File: config.mk
export PLATFORM = sky130hd
export DESIGN_NAME = epirq_top
export DESIGN_NICKNAME = d
export VERILOG_FILES = /design/src/epirq_pkg.sv /design/src/epirq_sync.sv /design/src/epirq_top.sv
export SDC_FILE = /design/constraint.sdc
export NUM_CORES = 1
export LEC_CHECK = 0
export BUFFER_PORTS_ARGS = -buffer_cell sky130_fd_sc_hd__buf_2
export CORE_MARGIN = 2
export CORE_UTILIZATION = 40
export CTS_CLUSTER_SIZE = 16
export DETAILED_ROUTE_END_ITERATION = 8
export PLACE_DENSITY = 0.65
export SLEW_MARGIN = 40
export SYNTH_ARGS = -nofsm -noshare
export SYNTH_HDL_FRONTEND = slang
export SYNTH_HIERARCHICAL = 1
export SYNTH_SLANG_ARGS = --single-unit
File: constraint.sdc
create_clock -name aclk -period 5.4 [get_ports aclk]
set_input_delay 0.27 -clock aclk [delete_from_list [all_inputs] [get_ports aclk]]
set_output_delay 0.27 -clock aclk [all_outputs]
set_load 0.02 [all_outputs]
File: src/epirq_pkg.sv
package epirq_pkg;

    // Bus and block dimensions.
    localparam int ADDR_W   = 10;
    localparam int DATA_W   = 32;
    localparam int NUM_EXT  = 3;
    localparam int NUM_GRP  = 4;
    localparam int GRP_W    = 8;
    localparam int NUM_PC   = NUM_GRP * GRP_W;

    // Register indices; the byte address is four times the index.
    localparam logic [7:0] IDX_SENSE   = 8'h69;
    localparam logic [7:0] IDX_MASK0   = 8'h6B;
    localparam logic [7:0] IDX_MASK1   = 8'h6C;
    localparam logic [7:0] IDX_MASK2   = 8'h6D;
    localparam logic [7:0] IDX_MASK3   = 8'h73;
    localparam logic [7:0] IDX_EXT_EN  = 8'h3D;
    localparam logic [7:0] IDX_EXT_FLG = 8'h3C;
    localparam logic [7:0] IDX_PC_EN   = 8'h68;
    localparam logic [7:0] IDX_PC_FLG  = 8'h3B;

    // Values after reset.
    localparam logic [5:0] SENSE_RST  = 6'h00;
    localparam logic [7:0] MASK_RST   = 8'h00;
    localparam logic [2:0] EXT_EN_RST = 3'h0;
    localparam logic [2:0] EXT_FL_RST = 3'h0;
    localparam logic [3:0] PC_EN_RST  = 4'h0;
    localparam logic [3:0] PC_FL_RST  = 4'h0;

    // Cycles after reset before the synchroniser output is trusted.
    localparam logic [1:0] SYNC_FILL  = 2'h3;

    // Bus answers.
    localparam logic [1:0] RESP_OKAY   = 2'h0;
    localparam logic [1:0] RESP_SLVERR = 2'h2;

    typedef enum logic [1:0] {
        SENSE_LOW  = 2'b00,
        SENSE_ANY  = 2'b01,
        SENSE_FALL = 2'b10,
        SENSE_RISE = 2'b11
    } epirq_sense_t;

    function automatic logic [ADDR_W-1:0] reg_addr(input logic [7:0] idx);
        return {idx, 2'b00};
    endfunction : reg_addr

endpackage : epirq_pkg

File: src/epirq_sync.sv
`timescale 1ns/100ps

module epirq_sync
    import epirq_pkg::*;
#(
    parameter int W = 8
) (
    // Clock and reset
    input  wire logic         aclk,
    input  wire logic         aresetn,
    // Raw pins
    input  wire logic [W-1:0] pin_in,
    // Synchronised view
    output logic      [W-1:0] level_out,
    output logic      [W-1:0] change_out
);

    logic [W-1:0] meta_r;
    logic [W-1:0] sync_r;
    logic [W-1:0] prev_r;
    logic [1:0]   fill_r;

    always_ff @(posedge aclk) begin
        if (!aresetn) begin
            meta_r <= '0;
            sync_r <= '0;
            prev_r <= '0;
        end else begin
            meta_r <= pin_in;
            sync_r <= meta_r;
            prev_r <= sync_r;
        end
    end

    // Suppress the false edges that would otherwise follow reset while
    // the pipeline still holds its reset zeros.
    always_ff @(posedge aclk) begin
        if (!aresetn) begin
            fill_r <= 2'h0;
        end else if (fill_r != SYNC_FILL) begin
            fill_r <= fill_r + 2'h1;
        end
    end

    assign level_out  = sync_r;
    assign change_out = (fill_r == SYNC_FILL) ? (sync_r ^ prev_r) : '0;

endmodule : epirq_sync

File: src/epirq_top.sv
`timescale 1ns/100ps

// Contract
// - Pins trigger even when driven as outputs.
// - Any enabled toggle in group raises request.
// - Per-pin masks gate pin contribution.
// - Pin-change detection works without I/O clock; here it is sampled on aclk.
// - Sense select: low, any, falling, rising.
// - Level mode requests while pin low.
// - Level and edge detection asynchronous; here both pass two aclk flip-flops.
// - Vanished wake level gives no interrupt.
// - Sense register bits 7:6 read zero.
// - Line needs global flag and enable.
// - Flag sets on event, clears ack/write-one.
// - Level mode keeps flag cleared.
// - Sleep buffer gating may set flag.
// - Group enables need global flag too.
// - Groups 3,2 flags set on change.
// - Groups 1,0 flags behave the same.
// - Masks reset zero, need group enable.
module epirq_top
    import epirq_pkg::*;
(
    // Clock and reset
    input  wire logic                aclk,
    input  wire logic                aresetn,
    // AXI4-Lite write address
    input  wire logic [ADDR_W-1:0]   awaddr,
    input  wire logic                awvalid,
    output logic                     awready,
    // AXI4-Lite write data
    input  wire logic [DATA_W-1:0]   wdata,
    input  wire logic [3:0]          wstrb,
    input  wire logic                wvalid,
    output logic                     wready,
    // AXI4-Lite write response
    output logic [1:0]               bresp,
    output logic                     bvalid,
    input  wire logic                bready,
    // AXI4-Lite read address
    input  wire logic [ADDR_W-1:0]   araddr,
    input  wire logic                arvalid,
    output logic                     arready,
    // AXI4-Lite read data
    output logic [DATA_W-1:0]        rdata,
    output logic [1:0]               rresp,
    output logic                     rvalid,
    input  wire logic                rready,
    // External pins
    input  wire logic [NUM_EXT-1:0]  ext_irq_lines,
    input  wire logic [NUM_PC-1:0]   pin_change_inputs,
    // Core side
    input  wire logic                global_irq_enable,
    input  wire logic                sleep_active,
    input  wire logic [NUM_EXT-1:0]  ext_irq_ack,
    input  wire logic [NUM_GRP-1:0]  pc_group_ack,
    output logic [NUM_EXT-1:0]       ext_irq_request,
    output logic [NUM_GRP-1:0]       pc_group_request,
    output logic                     wake_request
);

    // Register state.
    logic [5:0]          sense_r;
    logic [7:0]          pc_mask_group0_r;
    logic [7:0]          pc_mask_group1_r;
    logic [7:0]          pc_mask_group2_r;
    logic [7:0]          pc_mask_group3_r;
    logic [NUM_EXT-1:0]  ext_irq_enable_r;
    logic [NUM_EXT-1:0]  ext_line_flag_r;
    logic [NUM_GRP-1:0]  pc_group_enable_r;
    logic [NUM_GRP-1:0]  pc_group_flag_r;

    // Bus state.
    logic                aw_held_r;
    logic [ADDR_W-1:0]   aw_addr_r;
    logic                w_held_r;
    logic [7:0]          w_data_r;
    logic                w_lane0_r;
    logic                bvalid_r;
    logic [1:0]          bresp_r;
    logic                rvalid_r;
    logic [1:0]          rresp_r;
    logic [DATA_W-1:0]   rdata_r;

    // Detection signals.
    logic [NUM_EXT-1:0]  ext_gated;
    logic [NUM_EXT-1:0]  ext_level;
    logic [NUM_EXT-1:0]  ext_change;
    logic [NUM_PC-1:0]   pc_change;
    logic [NUM_PC-1:0]   pc_mask_all;
    logic [NUM_PC-1:0]   pc_masked;
    logic [NUM_EXT-1:0]  ext_event;
    logic [NUM_EXT-1:0]  ext_is_level;
    logic [NUM_EXT-1:0]  ext_clear;
    logic [NUM_GRP-1:0]  pc_event;
    logic [NUM_GRP-1:0]  pc_clear;
    logic [NUM_EXT-1:0]  ext_pending;

    // Bus decode.
    logic                do_write;
    logic                wr_en;
    logic                wr_hit;
    logic [DATA_W-1:0]   rd_value;
    logic                rd_hit;

    // Decodes one line's sense select against its synchronised level.
    function automatic logic sense_event(input logic [1:0] sel,
                                         input logic       lvl,
                                         input logic       chg);
        logic ev;
        ev = 1'b0;
        case (epirq_sense_t'(sel))
            SENSE_LOW:  ev = 1'b0;
            SENSE_ANY:  ev = chg;
            SENSE_FALL: ev = chg & ~lvl;
            SENSE_RISE: ev = chg & lvl;
            default:    ev = 1'b0;
        endcase
        return ev;
    endfunction : sense_event

    function automatic logic [1:0] sel_of(input logic [5:0] s,
                                          input int         n);
        return s[2*n +: 2];
    endfunction : sel_of

    // Pins are read at the pad whatever their direction, so a pin driven
    // as an output still triggers.
    // A disabled line's input buffer is cut off in sleep, forcing a low
    // that the edge logic may see as a change.
    always_comb begin
        for (int n = 0; n < NUM_EXT; n++) begin
            ext_gated[n] = ext_irq_lines[n] &
                           ~(sleep_active & ~ext_irq_enable_r[n]);
        end
    end

    // The pins have no relation to aclk; each passes two flip-flops
    // before any flag or request logic looks at it.
    epirq_sync #(
        .W          (NUM_EXT)
    ) u_ext_sync (
        .aclk       (aclk),
        .aresetn    (aresetn),
        .pin_in     (ext_gated),
        .level_out  (ext_level),
        .change_out (ext_change)
    );

    epirq_sync #(
        .W          (NUM_PC)
    ) u_pc_sync (
        .aclk       (aclk),
        .aresetn    (aresetn),
        .pin_in     (pin_change_inputs),
        .level_out  (),
        .change_out (pc_change)
    );

    // Sense decode and flag clear terms.
    always_comb begin
        for (int n = 0; n < NUM_EXT; n++) begin
            ext_is_level[n] = (sel_of(sense_r, n) == SENSE_LOW);
            ext_event[n]    = sense_event(sel_of(sense_r, n),
                                          ext_level[n],
                                          ext_change[n]);
        end
    end

    assign pc_mask_all = {pc_mask_group3_r, pc_mask_group2_r,
                          pc_mask_group1_r, pc_mask_group0_r};
    assign pc_masked   = pc_change & pc_mask_all;

    always_comb begin
        for (int g = 0; g < NUM_GRP; g++) begin
            pc_event[g] = |pc_masked[g*GRP_W +: GRP_W];
        end
    end

    // Bus write path.
    assign awready  = ~aw_held_r & ~bvalid_r;
    assign wready   = ~w_held_r & ~bvalid_r;
    assign do_write = aw_held_r & w_held_r & ~bvalid_r;
    assign wr_en    = do_write & w_lane0_r;

    assign wr_hit = (aw_addr_r == reg_addr(IDX_SENSE))   ||
                    (aw_addr_r == reg_addr(IDX_MASK0))   ||
                    (aw_addr_r == reg_addr(IDX_MASK1))   ||
                    (aw_addr_r == reg_addr(IDX_MASK2))   ||
                    (aw_addr_r == reg_addr(IDX_MASK3))   ||
                    (aw_addr_r == reg_addr(IDX_EXT_EN))  ||
                    (aw_addr_r == reg_addr(IDX_EXT_FLG)) ||
                    (aw_addr_r == reg_addr(IDX_PC_EN))   ||
                    (aw_addr_r == reg_addr(IDX_PC_FLG));

    always_comb begin
        for (int n = 0; n < NUM_EXT; n++) begin
            ext_clear[n] = ext_irq_ack[n] |
                (wr_en & (aw_addr_r == reg_addr(IDX_EXT_FLG)) &
                 w_data_r[n]);
        end
        for (int g = 0; g < NUM_GRP; g++) begin
            pc_clear[g] = pc_group_ack[g] |
                (wr_en & (aw_addr_r == reg_addr(IDX_PC_FLG)) &
                 w_data_r[g]);
        end
    end

    // Address and data are taken in either order and held until both
    // are present; the write happens in the same cycle as bvalid rises.
    always_ff @(posedge aclk) begin
        if (!aresetn) begin
            aw_held_r <= 1'b0;
            aw_addr_r <= '0;
        end else if (awvalid && awready) begin
            aw_held_r <= 1'b1;
            aw_addr_r <= awaddr;
        end else if (do_write) begin
            aw_held_r <= 1'b0;
        end
    end

    always_ff @(posedge aclk) begin
        if (!aresetn) begin
            w_held_r  <= 1'b0;
            w_data_r  <= 8'h00;
            w_lane0_r <= 1'b0;
        end else if (wvalid && wready) begin
            w_held_r  <= 1'b1;
            w_data_r  <= wdata[7:0];
            w_lane0_r <= wstrb[0];
        end else if (do_write) begin
            w_held_r  <= 1'b0;
        end
    end

    always_ff @(posedge aclk) begin
        if (!aresetn) begin
            bvalid_r <= 1'b0;
            bresp_r  <= RESP_OKAY;
        end else if (do_write) begin
            bvalid_r <= 1'b1;
            bresp_r  <= wr_hit ? RESP_OKAY : RESP_SLVERR;
        end else if (bready) begin
            bvalid_r <= 1'b0;
        end
    end

    // Software registers.
    always_ff @(posedge aclk) begin
        if (!aresetn) begin
            sense_r           <= SENSE_RST;
            ext_irq_enable_r  <= EXT_EN_RST;
            pc_group_enable_r <= PC_EN_RST;
            pc_mask_group0_r  <= MASK_RST;
            pc_mask_group1_r  <= MASK_RST;
            pc_mask_group2_r  <= MASK_RST;
            pc_mask_group3_r  <= MASK_RST;
        end else if (wr_en) begin
            if (aw_addr_r == reg_addr(IDX_SENSE)) begin
                sense_r <= w_data_r[5:0];
            end else if (aw_addr_r == reg_addr(IDX_EXT_EN)) begin
                ext_irq_enable_r <= w_data_r[NUM_EXT-1:0];
            end else if (aw_addr_r == reg_addr(IDX_PC_EN)) begin
                pc_group_enable_r <= w_data_r[NUM_GRP-1:0];
            end else if (aw_addr_r == reg_addr(IDX_MASK0)) begin
                pc_mask_group0_r <= w_data_r;
            end else if (aw_addr_r == reg_addr(IDX_MASK1)) begin
                pc_mask_group1_r <= w_data_r;
            end else if (aw_addr_r == reg_addr(IDX_MASK2)) begin
                pc_mask_group2_r <= w_data_r;
            end else if (aw_addr_r == reg_addr(IDX_MASK3)) begin
                pc_mask_group3_r <= w_data_r;
            end
        end
    end

    // A set in the same cycle as a clear wins, so no event is lost.
    always_ff @(posedge aclk) begin
        if (!aresetn) begin
            ext_line_flag_r <= EXT_FL_RST;
        end else begin
            for (int n = 0; n < NUM_EXT; n++) begin
                if (ext_is_level[n]) begin
                    ext_line_flag_r[n] <= 1'b0;
                end else if (ext_event[n]) begin
                    ext_line_flag_r[n] <= 1'b1;
                end else if (ext_clear[n]) begin
                    ext_line_flag_r[n] <= 1'b0;
                end
            end
        end
    end

    always_ff @(posedge aclk) begin
        if (!aresetn) begin
            pc_group_flag_r <= PC_FL_RST;
        end else begin
            for (int g = 0; g < NUM_GRP; g++) begin
                if (pc_event[g]) begin
                    pc_group_flag_r[g] <= 1'b1;
                end else if (pc_clear[g]) begin
                    pc_group_flag_r[g] <= 1'b0;
                end
            end
        end
    end

    // Level mode asks only while the pin is still low, so a level that
    // leaves before the core is awake produces no interrupt.
    always_comb begin
        for (int n = 0; n < NUM_EXT; n++) begin
            ext_pending[n] = ext_is_level[n] ? ~ext_level[n]
                                             : ext_line_flag_r[n];
        end
    end

    assign ext_irq_request  = ext_pending & ext_irq_enable_r &
                              {NUM_EXT{global_irq_enable}};
    assign pc_group_request = pc_group_flag_r & pc_group_enable_r &
                              {NUM_GRP{global_irq_enable}};

    // Wake does not wait for the global flag; the core decides whether
    // to enter a handler once it runs again.
    assign wake_request = |(ext_pending & ext_irq_enable_r) |
                          |(pc_group_flag_r & pc_group_enable_r);

    // Bus read path.
    assign arready = ~rvalid_r;

    always_comb begin
        rd_hit   = 1'b1;
        rd_value = '0;
        if (araddr == reg_addr(IDX_SENSE)) begin
            rd_value[5:0] = sense_r;
        end else if (araddr == reg_addr(IDX_EXT_EN)) begin
            rd_value[NUM_EXT-1:0] = ext_irq_enable_r;
        end else if (araddr == reg_addr(IDX_EXT_FLG)) begin
            rd_value[NUM_EXT-1:0] = ext_line_flag_r;
        end else if (araddr == reg_addr(IDX_PC_EN)) begin
            rd_value[NUM_GRP-1:0] = pc_group_enable_r;
        end else if (araddr == reg_addr(IDX_PC_FLG)) begin
            rd_value[NUM_GRP-1:0] = pc_group_flag_r;
        end else if (araddr == reg_addr(IDX_MASK0)) begin
            rd_value[7:0] = pc_mask_group0_r;
        end else if (araddr == reg_addr(IDX_MASK1)) begin
            rd_value[7:0] = pc_mask_group1_r;
        end else if (araddr == reg_addr(IDX_MASK2)) begin
            rd_value[7:0] = pc_mask_group2_r;
        end else if (araddr == reg_addr(IDX_MASK3)) begin
            rd_value[7:0] = pc_mask_group3_r;
        end else begin
            rd_hit = 1'b0;
        end
    end

    always_ff @(posedge aclk) begin
        if (!aresetn) begin
            rvalid_r <= 1'b0;
            rresp_r  <= RESP_OKAY;
            rdata_r  <= '0;
        end else if (arvalid && arready) begin
            rvalid_r <= 1'b1;
            rresp_r  <= rd_hit ? RESP_OKAY : RESP_SLVERR;
            rdata_r  <= rd_value;
        end else if (rready) begin
            rvalid_r <= 1'b0;
        end
    end

    assign bvalid = bvalid_r;
    assign bresp  = bresp_r;
    assign rvalid = rvalid_r;
    assign rresp  = rresp_r;
    assign rdata  = rdata_r;

    generate
        for (genvar n = 0; n < NUM_EXT; n++) begin : g_ext_chk

        end

        for (genvar g = 0; g < NUM_GRP; g++) begin : g_pc_chk

        end
    endgenerate
endmodule : epirq_top

==> key figures <==
Worst setup path
  – CP Data Required Time: 5740 ps
  – CP Class: reg2reg
  – Worst Path Max Fanout: 7
  – Setup crit end kind: flop
  – Worst reg2reg setup slack: roughly 3200 ps
  – Crit path DAT: 2590 ps
  – Critical Path Source Type: flop

STA
  – Final Hold Viols: 0
  – Post-layout min period: between 2000 and 2500 ps
  – Fin. max-slew vios: 0
  – Final Skew: ~22 ps
  – Final period util: 0.4164
  – RSZ-0062 raised after global routing: false
  – Slew @ Worst Pin: between 700 and 800 ps
  – Achievable Freq: approximately 440 MHz
  – Normalized max-slew margin: 0.4990
  – Setup tns final: 0 ps
  – Final setup fails: 0
  – Hold Slack: 29.43 ps

Routing
  – Drt pass-1 iters: 4
  – DRC errors left: 0
  – DRT iter0 DRCs: 318
  – Vias: 5764
  – Final wirelength: 17.42 mm
  – DR WL/cell: 14.35 microns
  – DR vias/cell: 4.748
  – Post-route ant nets: 0

CTS
  – TritonCTS buffer count: 17
  – Max H-tree Level: 4
  – CTS clk-pin slew, worst paths: 80 ps
  – CTS tree: yes
  – Post-CTS Hold Buffers: 0
  – CTS Sinks: 194
  – CTS Buffer Depth: 2
  – # resized after CTS: 0
  – Clk_lat worst skew: 440 ps
  – Post-CTS setup buffers: 0
  – Clock root buffer: clkbuf_16

Yosys
  – Number of warnings issued by yosys: 6
  – Syn Inst Count: 849
  – Synth cell types: 57
  – Register area share after synthesis: 0.4737
  – #FFs+latches synth: 194
  – Post-synth EDFFs: 0
  – Ys flop type: dfxtp_1
  – Synth async-reset ratio: 0
  – Mean Syn Cell Area: 9.657 sq um
  – Mapped Area: 8199 sq um

Global route
  – First-pass GRT wire length: 27.71 mm
  – Antenna violations before repair: 0
  – Largest net degree at the start of global routing: roughly 110
  – GRT overflow: 0
  – Total GRT Usage: 0.1629
  – Vias in the first global route: 5286

Floorplan
  – Number of I/O pins: roughly 160
  – DIE WIDTH: between 100 and 150 microns
  – Core area: 20170 sq um
  – Initial Util: 0.4065
  – Die height: approximately 150 microns
  – # rows: 52
  – Die ar.: ~22000 sq um

Pwr
  – Worst vdd ir: approximately 230 uV
  – P_sw: 0.7846 mW
  – Comb pwr share: 0.069
  – Reg power frac: 0.501
  – Final Power: a little over 3 mW
  – Internal power: about 2.2 mW
  – Leak: roughly 4.0 nW
  – Sw frac: 0.2586
  – PwrDens: ~320 nW/um^2
  – Clock power share: 0.430

Place
  – Placed cell areas: 8796 sq um
  – Gpl congestion: between 0.8 and 0.9
  – Number of port buffers: 102
  – Hpwl dp: 12.48 mm

Run status
  – Status: complete, no violations

Cells and area
  – # nets final: 1042
  – Most used cells in the layout excluding fill and tap cells: dfxtp_1 (194), and2_1 (145), buf_2 (101)
  – Layout cells sized above 1: 0.1600
  – Commonest non-fill, non-tap cell in the layout: dfxtp_1
  – Post-route cell area: around 9400 sq um
  – Fillcell total: ~2000
  – Layout area overhead: 14.99%
  – Ant diodes: 0

Run
  – Max Cap Viol: 0

Worst hold path
  – Tightest Hold Check Type: in2reg
## power groups by stage
stage,Sequential [mW],Combinational [mW],Clock (mW)
5_1_grt,1.53,0.236,1.39
6_report,1.52,0.208,1.30
2_1_floorplan,1.54,0.163,0
3_3_place_gp,1.55,0.206,0
3_5_place_dp,1.56,0.210,0
4_1_cts,1.52,0.210,1.33
## registers in the layout, indices dropped and copies added (netlist names), 4 cells and up
register / count
u_pc_sync/level_out: 32
u_pc_sync/meta_r: 32
u_pc_sync/prev_r: 32
aw_addr_r: 10
pc_mask_group0_r: 8
pc_mask_group1_r: 8
pc_mask_group2_r: 8
pc_mask_group3_r: 8
rdata: 8
w_data_r: 8
sense_r: 6
pc_group_enable_r: 4
pc_group_flag_r: 4
## final timing paths
kind / from / endpoint / cells after the start
worst max-delay path: aw_addr_r[4] / ext_line_flag_r[1] / 5
worst min-delay path: pin_change_inputs[2] / u_pc_sync/meta_r[2] / 2
worst max register to register: aw_addr_r[4] / ext_line_flag_r[1] / 5
worst min register to register: u_pc_sync/meta_r[16] / u_pc_sync/level_out[16] / 1
## worst max-delay path, cell delays in order, from the launching register on
cell,delay (ps)
dfxtp_1,450
inv_1,120
or4_1,610
nor4_1,590
o211ai_1,170
and3_1,210
## metrics by stage
step | util | setup WS [ps] | cells
6_report | 0.4674 | 3151 | 1214
3_3_place_gp | 0.4354 | 3029 | 1182
3_5_place_dp | 0.4361 | 3142 | 1182
4_1_cts | 0.4670 | 3133 | 1214
5_1_grt | 0.4674 | 3022 | 1214
2_1_floorplan | - | 3383 | 874
## cell families after synthesis
kind of cell               count (synthesis)  synth area share
AOI/OAI and AO/OA                        123            0.1077
xor gates and xnor gates                  38           0.04059
DFF                                      194            0.4737
adders and majority gates                  4          0.006104
muxes                                     52           0.06409
buffers and inverters                     80           0.05280
other                                      1         0.0004574
and+or+nand+nor                          357            0.2545
## synthesized netlist by cell type (8+ instances only)
cell type / n / area share
o21ai_0: 15 / 0.0092
a21boi_0: 29 / 0.027
and3_1: 13 / 0.0099
nor2b_1: 52 / 0.040
buf_4: 26 / 0.024
nand2_1: 61 / 0.028
inv_1: 13 / 0.0060
and2_1: 145 / 0.11
nor2_1: 16 / 0.0073
nand3_1: 8 / 0.0049
nand2b_1: 17 / 0.013
o211ai_1: 11 / 0.010
clkbuf_1: 27 / 0.012
buf_2: 10 / 0.0061
mux2i_1: 48 / 0.059
a21oi_1: 14 / 0.0085
nor3_1: 10 / 0.0061
a22oi_1: 13 / 0.012
xor2_1: 35 / 0.037
dfxtp_1: 194 / 0.47
## layout make-up
type                       count  area [sq um]  share of cell area
clock buffer                  17         425.4             0.04512
tap                          270         337.8             0.03583
clock inverter                15         197.7             0.02097
timing repair buffer         105         539.3             0.05720
inverter                      13         48.80            0.005176
sequential                   194          3884              0.4119
multi-input combinational    600          3995              0.4238
## metal layers
layer  wire length (microns)  global-route usage  vias up
met3                     889             0.04099       17
met4                     250             0.04904        0
met5                       0                   0        -
met1                    8518              0.2245     2631
li1                        -                   -     2980
met2                    7759              0.2528      136
Power figures use the tool's default switching activity.
